[config.mk]
export PLATFORM = sky130hd
export DESIGN_NAME = pdstc_top
export DESIGN_NICKNAME = d
export VERILOG_FILES = /design/src/hdl/pdstc_pkg.sv /design/src/hdl/pdstc_top.sv
export SDC_FILE = /design/constraint.sdc
export NUM_CORES = 1
export LEC_CHECK = 0
export BUFFER_PORTS_ARGS = -buffer_cell sky130_fd_sc_hd__buf_4
export CAP_MARGIN = 20
export CELL_PAD_IN_SITES_DETAIL_PLACEMENT = 1
export CELL_PAD_IN_SITES_GLOBAL_PLACEMENT = 2
export CORE_MARGIN = 3
export CORE_UTILIZATION = 20
export DETAILED_ROUTE_END_ITERATION = 6
export HOLD_SLACK_MARGIN = 0.15
export PLACE_DENSITY_LB_ADDON = 0.1
export SETUP_SLACK_MARGIN = 0.1
export SYNTH_ARGS = -nofsm -noshare
export SYNTH_HDL_FRONTEND = slang
export SYNTH_SLANG_ARGS = --single-unit
[constraint.sdc]
create_clock -name I_CORE_CLK -period 2.2 [get_ports I_CORE_CLK]
set_clock_uncertainty 0.1 [all_clocks]
set_input_delay 0.44 -clock I_CORE_CLK [delete_from_list [all_inputs] [get_ports I_CORE_CLK]]
set_output_delay 0.44 -clock I_CORE_CLK [all_outputs]
set_load 0.01 [all_outputs]
[src/hdl/pdstc_pkg.sv]
// package for the power-down and self-test pin control block
// assumes a single 200 MHz core clock and a plain register port
package pdstc_pkg;
   // register offsets
   localparam logic [3:0] PDSTC_ADDR_CTRL   = 4'h0;
   localparam logic [3:0] PDSTC_ADDR_STATUS = 4'h1;
   // control register field positions
   localparam int PDSTC_CTRL_PIN4_BIST_BIT = 0;
   localparam int PDSTC_CTRL_PIN16_IO_BIT  = 1;
   localparam int PDSTC_CTRL_GPIO3_OE_BIT  = 2;
   localparam int PDSTC_CTRL_GPIO3_OUT_BIT = 3;
   localparam int PDSTC_CTRL_INT_PULL_BIT  = 4;
   localparam int PDSTC_CTRL_W             = 5;
   // status word carries the one-hot power state in its low bits
   localparam int PDSTC_STATUS_W           = 3;
   localparam logic [4:0] PDSTC_CTRL_RESET = 5'h00;
   localparam logic [31:0] PDSTC_ZERO32    = 32'h0000_0000;
   // self-test clock choice
   localparam logic PDSTC_BCLK_PIXEL = 1'b0;
   localparam logic PDSTC_BCLK_OSC   = 1'b1;
   // power states, one-hot
   typedef enum logic [2:0] {
      PDSTC_ST_DOWN  = 3'b001,
      PDSTC_ST_RESET = 3'b010,
      PDSTC_ST_RUN   = 3'b100
   } pdstc_state_t;
endpackage : pdstc_pkg

[src/hdl/pdstc_top.sv]
// control-pin logic: power-down input, self-test enable and clock select,
// shared interrupt/clock-select pin and shared peripheral-select/gpio pin
// assumes pins are synchronous to I_CORE_CLK; pad pulldowns are modelled here
`timescale 1ns/1ps
// Functional notes
// - power-down release enables and resets all state
// - low power-down input keeps device powered down
// - powered down: cmos outputs tristated, pll stopped
// - undriven power-down input reads low
// - self-test enable pin: 0 off, 1 on
// - shared pin is interrupt input by default
// - interrupt pin may pull low while down
// - register picks spi select or fast gpio 3
module pdstc_top
   import pdstc_pkg::*;
(
   // clock and reset
   input  wire logic        I_CORE_CLK,
   input  wire logic        I_RST,
   // power-down pin; the driven flag is high when the host drives it
   input  wire logic        I_POWER_DOWN_N,
   input  wire logic        I_POWER_DOWN_N_DRIVEN,
   // self-test pins
   input  wire logic        I_SELF_TEST_ENABLE_PIN,
   input  wire logic        I_PIN4,
   // shared pin 16
   input  wire logic        I_PIN16,
   input  wire logic        I_SPI_SELECT_DRIVE,
   // register port
   input  wire logic [3:0]  I_ADDR,
   input  wire logic [31:0] I_WDATA,
   input  wire logic        I_WR,
   input  wire logic        I_RD,
   output logic      [31:0] O_RDATA,
   // pin 4 driver (interrupt pin)
   output logic             O_PIN4,
   output logic             O_PIN4_OE,
   // pin 16 driver
   output logic             O_PIN16,
   output logic             O_PIN16_OE,
   // functional outputs
   output logic             O_DEVICE_ENABLED,
   output logic             O_CORE_RESET,
   output logic             O_PLL_RUN,
   output logic             O_CMOS_OE,
   output logic             O_SELF_TEST_ON,
   output logic             O_SELF_TEST_CLK_SEL,
   output logic             O_INTERRUPT_IN,
   output logic             O_SPI_SELECT,
   output logic             O_FAST_GPIO_3_IN
);

   // address decode shared by the write and read paths
   function automatic logic reg_hit(input logic [3:0] addr, input logic [3:0] target);
      reg_hit = (addr == target);
   endfunction : reg_hit

   // one-hot state code as it appears in the status word
   function automatic logic [PDSTC_STATUS_W-1:0] state_code(input pdstc_state_t st);
      state_code = PDSTC_STATUS_W'(st);
   endfunction : state_code

   // effective pad level of the power-down input
   // an undriven pad falls to its weak pulldown, so a host that has not
   // yet taken the pin keeps the device powered down
   logic power_down_n;
   assign power_down_n = I_POWER_DOWN_N_DRIVEN & I_POWER_DOWN_N;

   // power state machine
   // release passes through a one-cycle reset state so that every register
   // sees a clean clear before the register port opens again
   pdstc_state_t state_q, state_d;
   always_comb begin
      state_d = state_q;
      case (state_q)
         PDSTC_ST_DOWN: begin
            if (power_down_n) begin
               state_d = PDSTC_ST_RESET;
            end
         end
         PDSTC_ST_RESET: begin
            if (power_down_n) begin
               state_d = PDSTC_ST_RUN;
            end else begin
               state_d = PDSTC_ST_DOWN;
            end
         end
         PDSTC_ST_RUN: begin
            if (!power_down_n) begin
               state_d = PDSTC_ST_DOWN;
            end
         end
         default: begin
            state_d = PDSTC_ST_DOWN;
         end
      endcase
   end

   // state register; the core reset parks the machine powered down
   always_ff @(posedge I_CORE_CLK) begin
      if (I_RST) begin
         state_q <= PDSTC_ST_DOWN;
      end else begin
         state_q <= state_d;
      end
   end

   // run and down qualifiers shared by the functional outputs
   logic running;
   logic in_down;
   assign running = (state_q == PDSTC_ST_RUN);
   assign in_down = (state_q == PDSTC_ST_DOWN);

   // control register next value
   // writes land only in the run state; outside it the register is held at
   // its default so the release always starts from a known configuration
   logic [PDSTC_CTRL_W-1:0] ctrl_q, ctrl_d;
   logic                    ctrl_wr;
   assign ctrl_wr = I_WR & reg_hit(I_ADDR, PDSTC_ADDR_CTRL);
   always_comb begin
      ctrl_d = ctrl_q;
      if (!running) begin
         ctrl_d = PDSTC_CTRL_RESET;
      end else if (ctrl_wr) begin
         ctrl_d = I_WDATA[PDSTC_CTRL_W-1:0];
      end
   end

   // control register
   always_ff @(posedge I_CORE_CLK) begin
      if (I_RST) begin
         ctrl_q <= PDSTC_CTRL_RESET;
      end else begin
         ctrl_q <= ctrl_d;
      end
   end

   // decoded pin functions
   logic pin4_is_bist;
   logic pin16_is_io;
   logic gpio3_oe;
   logic gpio3_out;
   assign pin4_is_bist = ctrl_q[PDSTC_CTRL_PIN4_BIST_BIT];
   assign pin16_is_io  = ctrl_q[PDSTC_CTRL_PIN16_IO_BIT];
   assign gpio3_oe     = ctrl_q[PDSTC_CTRL_GPIO3_OE_BIT];
   assign gpio3_out    = ctrl_q[PDSTC_CTRL_GPIO3_OUT_BIT];

   // interrupt pull-low request next value
   // the control register clears as soon as the run state ends, so the
   // request is copied here while running and held through power-down;
   // the reset state clears it like any other register
   logic pull_q, pull_d;
   always_comb begin
      pull_d = pull_q;
      case (state_q)
         PDSTC_ST_RUN: begin
            pull_d = ctrl_q[PDSTC_CTRL_INT_PULL_BIT];
         end
         PDSTC_ST_RESET: begin
            pull_d = 1'h0;
         end
         PDSTC_ST_DOWN: begin
            pull_d = pull_q;
         end
         default: begin
            pull_d = 1'h0;
         end
      endcase
   end

   // interrupt pull-low request register
   always_ff @(posedge I_CORE_CLK) begin
      if (I_RST) begin
         pull_q <= 1'h0;
      end else begin
         pull_q <= pull_d;
      end
   end

   // power outputs next value; all follow the run state
   logic en_d, rst_d, pll_d, cmos_d;
   always_comb begin
      en_d   = running;
      rst_d  = ~running;
      pll_d  = running;
      cmos_d = running;
   end

   // power outputs; powered down after the core reset
   always_ff @(posedge I_CORE_CLK) begin
      if (I_RST) begin
         O_DEVICE_ENABLED <= 1'h0;
         O_CORE_RESET     <= 1'h1;
         O_PLL_RUN        <= 1'h0;
         O_CMOS_OE        <= 1'h0;
      end else begin
         O_DEVICE_ENABLED <= en_d;
         O_CORE_RESET     <= rst_d;
         O_PLL_RUN        <= pll_d;
         O_CMOS_OE        <= cmos_d;
      end
   end

   // self-test outputs next value
   // the clock select level is only honoured while the shared pin is in
   // clock-select mode; as an interrupt input it leaves the pixel clock
   logic st_d, clk_d;
   always_comb begin
      st_d  = running & I_SELF_TEST_ENABLE_PIN;
      clk_d = PDSTC_BCLK_PIXEL;
      if (running && pin4_is_bist && I_PIN4) begin
         clk_d = PDSTC_BCLK_OSC;
      end else begin
         clk_d = PDSTC_BCLK_PIXEL;
      end
   end

   // self-test outputs
   always_ff @(posedge I_CORE_CLK) begin
      if (I_RST) begin
         O_SELF_TEST_ON      <= 1'h0;
         O_SELF_TEST_CLK_SEL <= PDSTC_BCLK_PIXEL;
      end else begin
         O_SELF_TEST_ON      <= st_d;
         O_SELF_TEST_CLK_SEL <= clk_d;
      end
   end

   // shared pin input functions next value
   // while running each shared pin feeds exactly one function and the other reads low; all read low when not running
   logic int_d, cs_d, g3_d;
   always_comb begin
      int_d = running & ~pin4_is_bist & I_PIN4;
      cs_d  = running & ~pin16_is_io & I_PIN16;
      g3_d  = running & pin16_is_io & I_PIN16;
   end

   // shared pin input functions
   always_ff @(posedge I_CORE_CLK) begin
      if (I_RST) begin
         O_INTERRUPT_IN   <= 1'h0;
         O_SPI_SELECT     <= 1'h0;
         O_FAST_GPIO_3_IN <= 1'h0;
      end else begin
         O_INTERRUPT_IN   <= int_d;
         O_SPI_SELECT     <= cs_d;
         O_FAST_GPIO_3_IN <= g3_d;
      end
   end

   // pad drivers next value
   // pin 4 is only ever pulled low, never driven high, and only while the
   // device is down; the gpio 3 driver is released whenever not running
   logic p4_d, p4oe_d, p16_d, p16oe_d;
   always_comb begin
      p4_d    = 1'h0;
      p4oe_d  = in_down & pull_q;
      p16_d   = running & gpio3_out;
      p16oe_d = running & pin16_is_io & gpio3_oe;
   end

   // pad drivers
   always_ff @(posedge I_CORE_CLK) begin
      if (I_RST) begin
         O_PIN4     <= 1'h0;
         O_PIN4_OE  <= 1'h0;
         O_PIN16    <= 1'h0;
         O_PIN16_OE <= 1'h0;
      end else begin
         O_PIN4     <= p4_d;
         O_PIN4_OE  <= p4oe_d;
         O_PIN16    <= p16_d;
         O_PIN16_OE <= p16oe_d;
      end
   end

   // read data next value
   // read data stand for the one cycle after the strobe and are zero
   // otherwise; unmapped offsets read as zero
   logic [31:0] rdata_d;
   always_comb begin
      rdata_d = PDSTC_ZERO32;
      if (I_RD) begin
         if (reg_hit(I_ADDR, PDSTC_ADDR_CTRL)) begin
            rdata_d[PDSTC_CTRL_W-1:0] = ctrl_q;
         end else if (reg_hit(I_ADDR, PDSTC_ADDR_STATUS)) begin
            rdata_d[PDSTC_STATUS_W-1:0] = state_code(state_q);
         end else begin
            rdata_d = PDSTC_ZERO32;
         end
      end
   end

   // read data register
   always_ff @(posedge I_CORE_CLK) begin
      if (I_RST) begin
         O_RDATA <= PDSTC_ZERO32;
      end else begin
         O_RDATA <= rdata_d;
      end
   end

endmodule : pdstc_top

# After elaboration in Yosys (flattened, before gate mapping)
# Index checks and enable logic that the tools add are counted.
# totals
out_inout_bits,45
inputBits,46
register_bits,51
wordCells,54
# op_classes
n_eq_ne,6
bitwise,17
n_reduce_logical,7
n_mux,8
# op_table
operator,n
1-bit bitwise AND,12
3-bit two-way mux,4
3-bit one-hot mux with 3 select lines,1
5-bit two-way mux,1
1-bit inverter,5
"4-bit by 1-bit == test with 1-bit output, second input constant",1
4-bit zero test,1
"2-bit != test, second input constant",2
2-bit OR reduction,2
"3-bit by 1-bit == test with 1-bit output, second input constant",1
"3-bit by 2-bit == test with 1-bit output, second input constant",1
"3-bit == test, second input constant",1
3-bit OR reduction,1
1-bit logical AND,2
1-bit one-hot mux with 2 select lines,1
2-bit AND reduction,1
1-bit two-way mux,1

# Longest topological paths before layout
# Gate-level depths: netlist of run 1.
# depth
ltp_word,4
ltp_mapped,4
depth_no_buf,3

# Least setup slack after synthesis of run 1
# Ideal clock, no wire load.
# synth_path
path_type,input to register
from,input I_ADDR[3]
to,register ctrl_q[0]
required_ns,1.981
t_arrival_ns,1.076
n_path_buf,0
slack_ns,0.904
setup_time_ns,0.119
path_stages,3
path_cell_list,or3_1 -> o21ai_0 -> a21oi_1
# synth_between
elab_chain_cells,2
# synth_rtl
element,line_no,rtl
from (decl),pdstc_top.sv:30,"input wire logic [3:0] I_ADDR,"
4-bit zero test,pdstc_top.sv:55,reg_hit = (addr == target);
1-bit bitwise AND,pdstc_top.sv:119,"assign ctrl_wr = I_WR & reg_hit(I_ADDR, PDSTC_ADDR_CTRL);"
to (signal assigned),pdstc_top.sv:134,ctrl_q <= ctrl_d;
to (decl),pdstc_top.sv:117,"logic [PDSTC_CTRL_W-1:0] ctrl_q, ctrl_d;"
# Every way passes these cells.
# A chain may end at the register's enable or synchronous reset.

# Worst setup path after layout of run 1
# layout_path
from,register state_q[1]
to,register O_SPI_SELECT
# layout_between
elab_chain_cells,3
# layout_rtl
element,line_no,rtl
from (decl),pdstc_top.sv:72,"pdstc_state_t state_q, state_d;"
from (signal assigned),pdstc_top.sv:104,state_q <= state_d;
3-bit == test,pdstc_top.sv:111,assign running = (state_q == PDSTC_ST_RUN);
1-bit bitwise AND (2 in a row),pdstc_top.sv:234,cs_d = running & ~pin16_is_io & I_PIN16;
to (signal assigned),pdstc_top.sv:246,O_SPI_SELECT <= cs_d;
to (decl),pdstc_top.sv:49,"output logic O_SPI_SELECT,"
# Every way passes these cells.

==> results of run 1 <==
metal layers:
layer	up-vias	wire length, microns	GRT usage
li1	351	-	-
met2	37	1171	0.1373
met1	331	890	0.07850
met5	-	0	0
met3	4	185	0.01624
met4	0	51	0.05872
cells in the mapped netlist:
master / count / area share
a21o_2: 1 / 0.0086
a21oi_1: 5 / 0.024
and2_1: 1 / 0.0061
and2_2: 1 / 0.0073
and3_2: 3 / 0.022
and4b_1: 1 / 0.0098
buf_4: 30 / 0.22
clkbuf_1: 1 / 0.0037
conb_1: 1 / 0.0037
dfxtp_1: 24 / 0.47
inv_4: 1 / 0.0061
mux2i_1: 3 / 0.029
nand2_1: 1 / 0.0037
nand2b_1: 1 / 0.0061
nand3_1: 5 / 0.024
nand3b_1: 2 / 0.015
nor2_1: 6 / 0.022
nor2b_1: 1 / 0.0061
nor3_1: 1 / 0.0049
nor3_2: 1 / 0.0098
nor3b_1: 2 / 0.015
nor3b_2: 1 / 0.012
nor4b_1: 1 / 0.0086
nor4b_4: 1 / 0.023
o21ai_0: 5 / 0.024
or3_1: 1 / 0.0061
xnor2_1: 1 / 0.0086
final cells by class:
| cell class | instances | share of cell area |
|---|---|---|
| Timing Repair Buffer | 35 | 0.2025 |
| Tap cell | 67 | 0.06461 |
| Multi-Input combinational cell | 73 | 0.3153 |
| Clock buffer | 4 | 0.04243 |
| Inverter | 1 | 0.004822 |
| Sequential cell | 24 | 0.3703 |
critical path, cell delays in order, from the launching register on:
cell and delay [ns]:
dfxtp_1 0.39, nor4b_4 0.59, inv_4 0.11, nor3b_2 0.18
logic make-up (layout without fill, tap and decap cells):
family | count (synthesis) | after routing | synth area share
multiplexers | 3 | 3 | 0.02934
other | 1 | 28 | 0.003664
XOR/XNOR | 1 | 1 | 0.008559
flip-flops | 24 | 24 | 0.4694
AND/OR/NAND/NOR | 30 | 30 | 0.2017
buffers and inverters | 32 | 40 | 0.2298
AO/OA/AOI/OAI | 11 | 11 | 0.05745
power by group through the flow:
stage	clock, W	sequential, W	combinational (W)
3_5_place_dp	0	0.000449	0.0000645
5_1_grt	0.000328	0.000440	0.0000729
4_1_cts	0.000316	0.000439	0.0000647
2_1_floorplan	0	0.000448	0.0000712
3_3_place_gp	0	0.000449	0.0000642
6_report	0.000299	0.000439	0.0000654
through the flow:
step / total power (W) / hold WS (ns) / cells / worst slack, ns / util
after floorplan: 0.0005196 / 0.3162 / 129 / 0.9044 / -
after global placement: 0.0005133 / 0.3519 / 200 / 0.6187 / 0.2563
after detailed placement: 0.0005137 / 0.3604 / 200 / 0.5909 / 0.2563
after CTS: 0.0008191 / 0.2697 / 204 / 0.7216 / 0.2676
after global routing: 0.0008403 / 0.2806 / 204 / 0.6143 / 0.2676
final: 0.0008034 / 0.2763 / 204 / 0.7627 / 0.2676
worst max path at each step:
stage	cells after the start	slack, ns	startpoint	endpoint
finish	3	0.76	state_q[1]	O_SPI_SELECT
global route	3	0.61	state_q[0]	O_SPI_SELECT
CTS	3	0.72	state_q[1]	O_SPI_SELECT
detailed placement	4	0.59	I_RST	O_SPI_SELECT
global placement	4	0.62	I_RST	O_SPI_SELECT
floorplan	3	0.90	I_ADDR[3]	ctrl_q[0]
==> qor.csv, run 1 <==
stage,metric,value,unit
timing,finalCritPeriodShare,0.6533,
detailed_routing,drc,0,
finish,finalInstanceArea,1297,sq um
finish,syn_to_final_growth,26.77,%
synth,netlist-cell-type-count,27,
detailed_routing,firstDrtPassIters,2,
finish,fillers,578,
floorplanning,io_pins,91,
timing,fmax,695.7,MHz
power,power.static_leakage,0.5775,nW
detailed_routing,drt_iter0_markers,10,
cts,cts_buffers,3,
setup_path,critical_path_class,reg -> reg,
global_route,antenna_found_initial,0,
finish,drive_gt1_frac,0.3504,
setup_path,reg2reg_depth,3,
synth,avgSynthCellArea,10.03,sq um
run,drv_cap,0,
timing,slew_viol_final,0,
floorplanning,core,4848,sq um
power,clockPowerShare,0.372,
finish,multi_input_area,409.1,sq um
detailed_routing,vias,723,
timing,slew_headroom,0.6050,
power,irDropWorstVdd,0.0001794,V
hold_path,hp-class,in -> reg,
synth,yosysWarnings,0,
cts,hold_buffers,0,
timing,fin_tns_setup,0,ns
hold_path,whs_path_depth,2,
detailed_routing,final_antenna_net_count,0,
power,power.switching,0.0001813,W
finish,largest_registers,"O_RDATA: 5 flops, ctrl_q: 5 flops, state_q: 3 flops",
global_route,track_usage,0.07720,
floorplanning,die_h,77.54,microns
hold_path,hold_start,I_SELF_TEST_ENABLE_PIN,
synth,syn_inst,102,
status,status,completed,
setup_path,cp-start-kind,flop,
cts,cts.sinks,24,
cts,clk_pin_slew_worst_paths,0.09,ns
detailed_routing,postRouteWirelength,2299,microns
cts,postCtsSetupRepairBufs,0,
synth,ys_seq_elements,24,
timing,setup_violations,0,
setup_path,worstPathMaxFanout,9,
setup_path,reg2reg_to,O_SPI_SELECT,
setup_path,required,2.30,ns
power,sequentialPowerShare,0.546,
timing,tightest_slew,0.5899,ns
finish,final_cell_mix,"35 x buf_4, 28 x conb_1, 24 x dfxtp_1",
synth,seq_area_frac_synth,0.4694,
power,p_int,0.0006222,W
cts,root_buffer,clkbuf_8,
cts,clock_path_buffers,2,
setup_path,worstSetupEndpointType,flop,
power,powerDensity,619.2,nW/um^2
power,swShare,0.2256,
hold_path,holdPathEnd,O_SELF_TEST_ON,
floorplanning,die_x,77.54,microns
placement,numPortBuffers,34,
setup_path,rr_startpoint,state_q[1],
finish,num_antenna_cells,0,
global_route,grt-ovfl-total,0,
cts,clk_latency,0.27,ns
timing,rsz0062_at_grt,no,
finish,layout_commonest_cell,buf_4,
placement,dp.final_hpwl,1868,microns
detailed_routing,wire_per_inst,11.27,microns
power,combinationalPowerShare,0.081,
floorplanning,die_area,6012,sq um
floorplanning,placementRows,25,
timing,period_needed,1.437,ns
placement,gp_congestion,0.6573,
placement,placed_area,1242,sq um
finish,regArea,480.5,sq um
global_route,grt_max_degree,14,
timing,hold_viol_final,0,
detailed_routing,viasPerCell,3.544,
floorplanning,start_util,0.2111,
finish,fin_nets,184,
synth,synth_area,1023,sq um
global_route,grt_pass1_wl,3588,microns
setup_path,arrival,1.54,ns
cts,ctsResizeCount,0,
cts,cts_tree,done,
setup_path,ff2ff_setup_slack,0.76,ns
cts,ctsHtreeMaxLevel,1,
global_route,grt_pass1_vias,748,
Power figures use the tool's default switching activity.
==> inputs of run 2 (changes only) <==
CORE_UTILIZATION = 19   (was 20)
clock period = 1.36 ns   (was 2.2 ns; I/O delays follow)
==> run 2 against run 1 <==
Against the previous run:
- sequential share of layout area decreased by 1.5 points
- final cell count increased by 4.4%
- fmax increased by 22%
- flip-flop and latch count unchanged
==> qor.csv, run 2 (synthesized netlist as in run 1, its figures left out) <==
stage,metric,value,unit
status,status,completed,
cts,clk_latency,0.26,ns
detailed_routing,final_antenna_net_count,0,
placement,numPortBuffers,34,
setup_path,path_delay_family,simple AND/OR/NAND/NOR gates,
setup_path,path_buf_inv,2,
setup_path,worstSetupEndpointType,flop,
global_route,grt-ovfl-total,0,
cts,cts_tree,done,
power,powerDensity,918.6,nW/um^2
setup_path,critical_path_class,reg -> reg,
timing,period_needed,1.180,ns
setup_path,ff2ff_setup_slack,0.18,ns
finish,largest_registers,"O_RDATA: 5 flops, ctrl_q: 5 flops, state_q: 3 flops",
timing,hold_viol_final,0,
hold_path,whs_path_depth,2,
cts,postCtsSetupRepairBufs,0,
setup_path,cp_cell_sequence,nor4b_4 > buf_4 > inv_4 > nor3b_2,
placement,placed_area,1276,sq um
detailed_routing,drc,0,
finish,syn_to_final_growth,32.40,%
floorplanning,die_h,79.40,microns
detailed_routing,viasPerCell,3.521,
floorplanning,core,5172,sq um
floorplanning,io_pins,91,
cts,clk_pin_slew_worst_paths,0.08,ns
timing,setup_violations,0,
timing,slew_viol_final,0,
setup_path,cp-start-kind,flop,
setup_path,slowest_stage,dfxtp_2,
run,drv_cap,0,
setup_path,arrival,1.28,ns
cts,cts.sinks,24,
power,power.static_leakage,0.6068,nW
setup_path,reg2reg_depth,4,
floorplanning,start_util,0.1979,
finish,fin_nets,191,
global_route,grt_pass1_wl,3594,microns
detailed_routing,drt_iter0_markers,13,
placement,gp_congestion,0.6184,
floorplanning,die_x,79.40,microns
global_route,grt_max_degree,13,
cts,ctsHtreeMaxLevel,1,
cts,clock_path_buffers,2,
setup_path,slowest_delay,0.37,ns
placement,dp.final_hpwl,1881,microns
finish,layout_commonest_cell,buf_4,
global_route,antenna_found_initial,0,
floorplanning,die_area,6304,sq um
power,total_power,0.001245,W
floorplanning,placementRows,26,
detailed_routing,vias,750,
finish,final_util,0.2620,
setup_path,required,1.46,ns
global_route,track_usage,0.07422,
finish,drive_gt1_frac,0.3706,
finish,finalInstanceArea,1355,sq um
detailed_routing,wire_per_inst,11.00,microns
power,irDropWorstVdd,0.0002817,V
hold_path,holdPathEnd,O_RDATA[3],
cts,cts_buffers,3,
setup_path,rr_startpoint,state_q[1],
setup_path,worstPathMaxFanout,7,
cts,root_buffer,clkbuf_8,
timing,fmax,847.2,MHz
detailed_routing,firstDrtPassIters,2,
hold_path,hold_start,I_ADDR[0],
finish,num_antenna_cells,0,
timing,rsz0062_at_grt,no,
finish,final_cell_mix,"39 x buf_4, 28 x conb_1, 23 x dfxtp_1",
timing,finalCritPeriodShare,0.8679,
setup_path,reg2reg_to,O_SPI_SELECT,
global_route,grt_pass1_vias,739,
hold_path,hp-class,in -> reg,
detailed_routing,postRouteWirelength,2344,microns
run 2: cell count changes in the layout (fill, tap and decap cells not counted):
cell / change
dfxtp_1: -1
buf_4: +4
dfxtp_2: +1
nor4b_1: -1
dlygate4sd3_1: +3
nor4b_2: +1
clkbuf_8: -1
run 2: worst max-delay path by stage:
stage | start | end | slack, ns | cells past startpoint
6_report | state_q[1] | O_SPI_SELECT | 0.18 | 4
5_1_grt | state_q[1] | O_SPI_SELECT | 0.11 | 4
4_1_cts | state_q[1] | O_SPI_SELECT | 0.13 | 4
3_5_place_dp | I_ADDR[3] | O_RDATA[3] | -0.03 | 4
3_3_place_gp | I_ADDR[3] | O_RDATA[3] | -0.03 | 4
2_1_floorplan | state_q[0] | O_SPI_SELECT | 0.17 | 3
run 2: layer usage:
layer  vias to the layer above  GRT usage  wire length (microns)
met2                        45     0.1263                   1116
met4                         0    0.03608                     42
met5                         -          0                      0
li1                        365          -                      -
met1                       336    0.09097                   1007
met3                         4    0.01129                    178
run 2: through the flow:
stage	setup slack, ns	setup TNS, ns	hold WS (ns)	cells
after floorplan	0.1663	0	0.2757	129
after global placement	-0.02602	-0.04662	0.3606	207
after detailed placement	-0.02606	-0.05174	0.3699	207
after CTS	0.1277	0	0.1549	213
after global routing	0.1059	0	0.1674	213
final	0.1797	0	0.1574	213
run 2: timing repair:
| action | CTS | global route |
|---|---|---|
| endpoints found under the hold margin | 3 | 0 |
| hold buffers | 3 | 0 |
| resized for setup | 0 | 2 |
| endpoints found under the setup margin | 0 | 4 |
run 2: cell type report:
type,count,area (sq um)
multi-input combinational,73,415.4
tap,70,87.58
sequential,24,481.7
inverter,1,6.256
timing repair buffer,42,322.8
fill,603,3817
clock buffer,3,41.29
run 2: power by group:
group	switching, W	internal (W)	leakage, nW
Sequential	0.00000396	0.000705	0.194
Combinational	0.0000660	0.0000509	0.391
Clock	0.000221	0.000198	0.0216
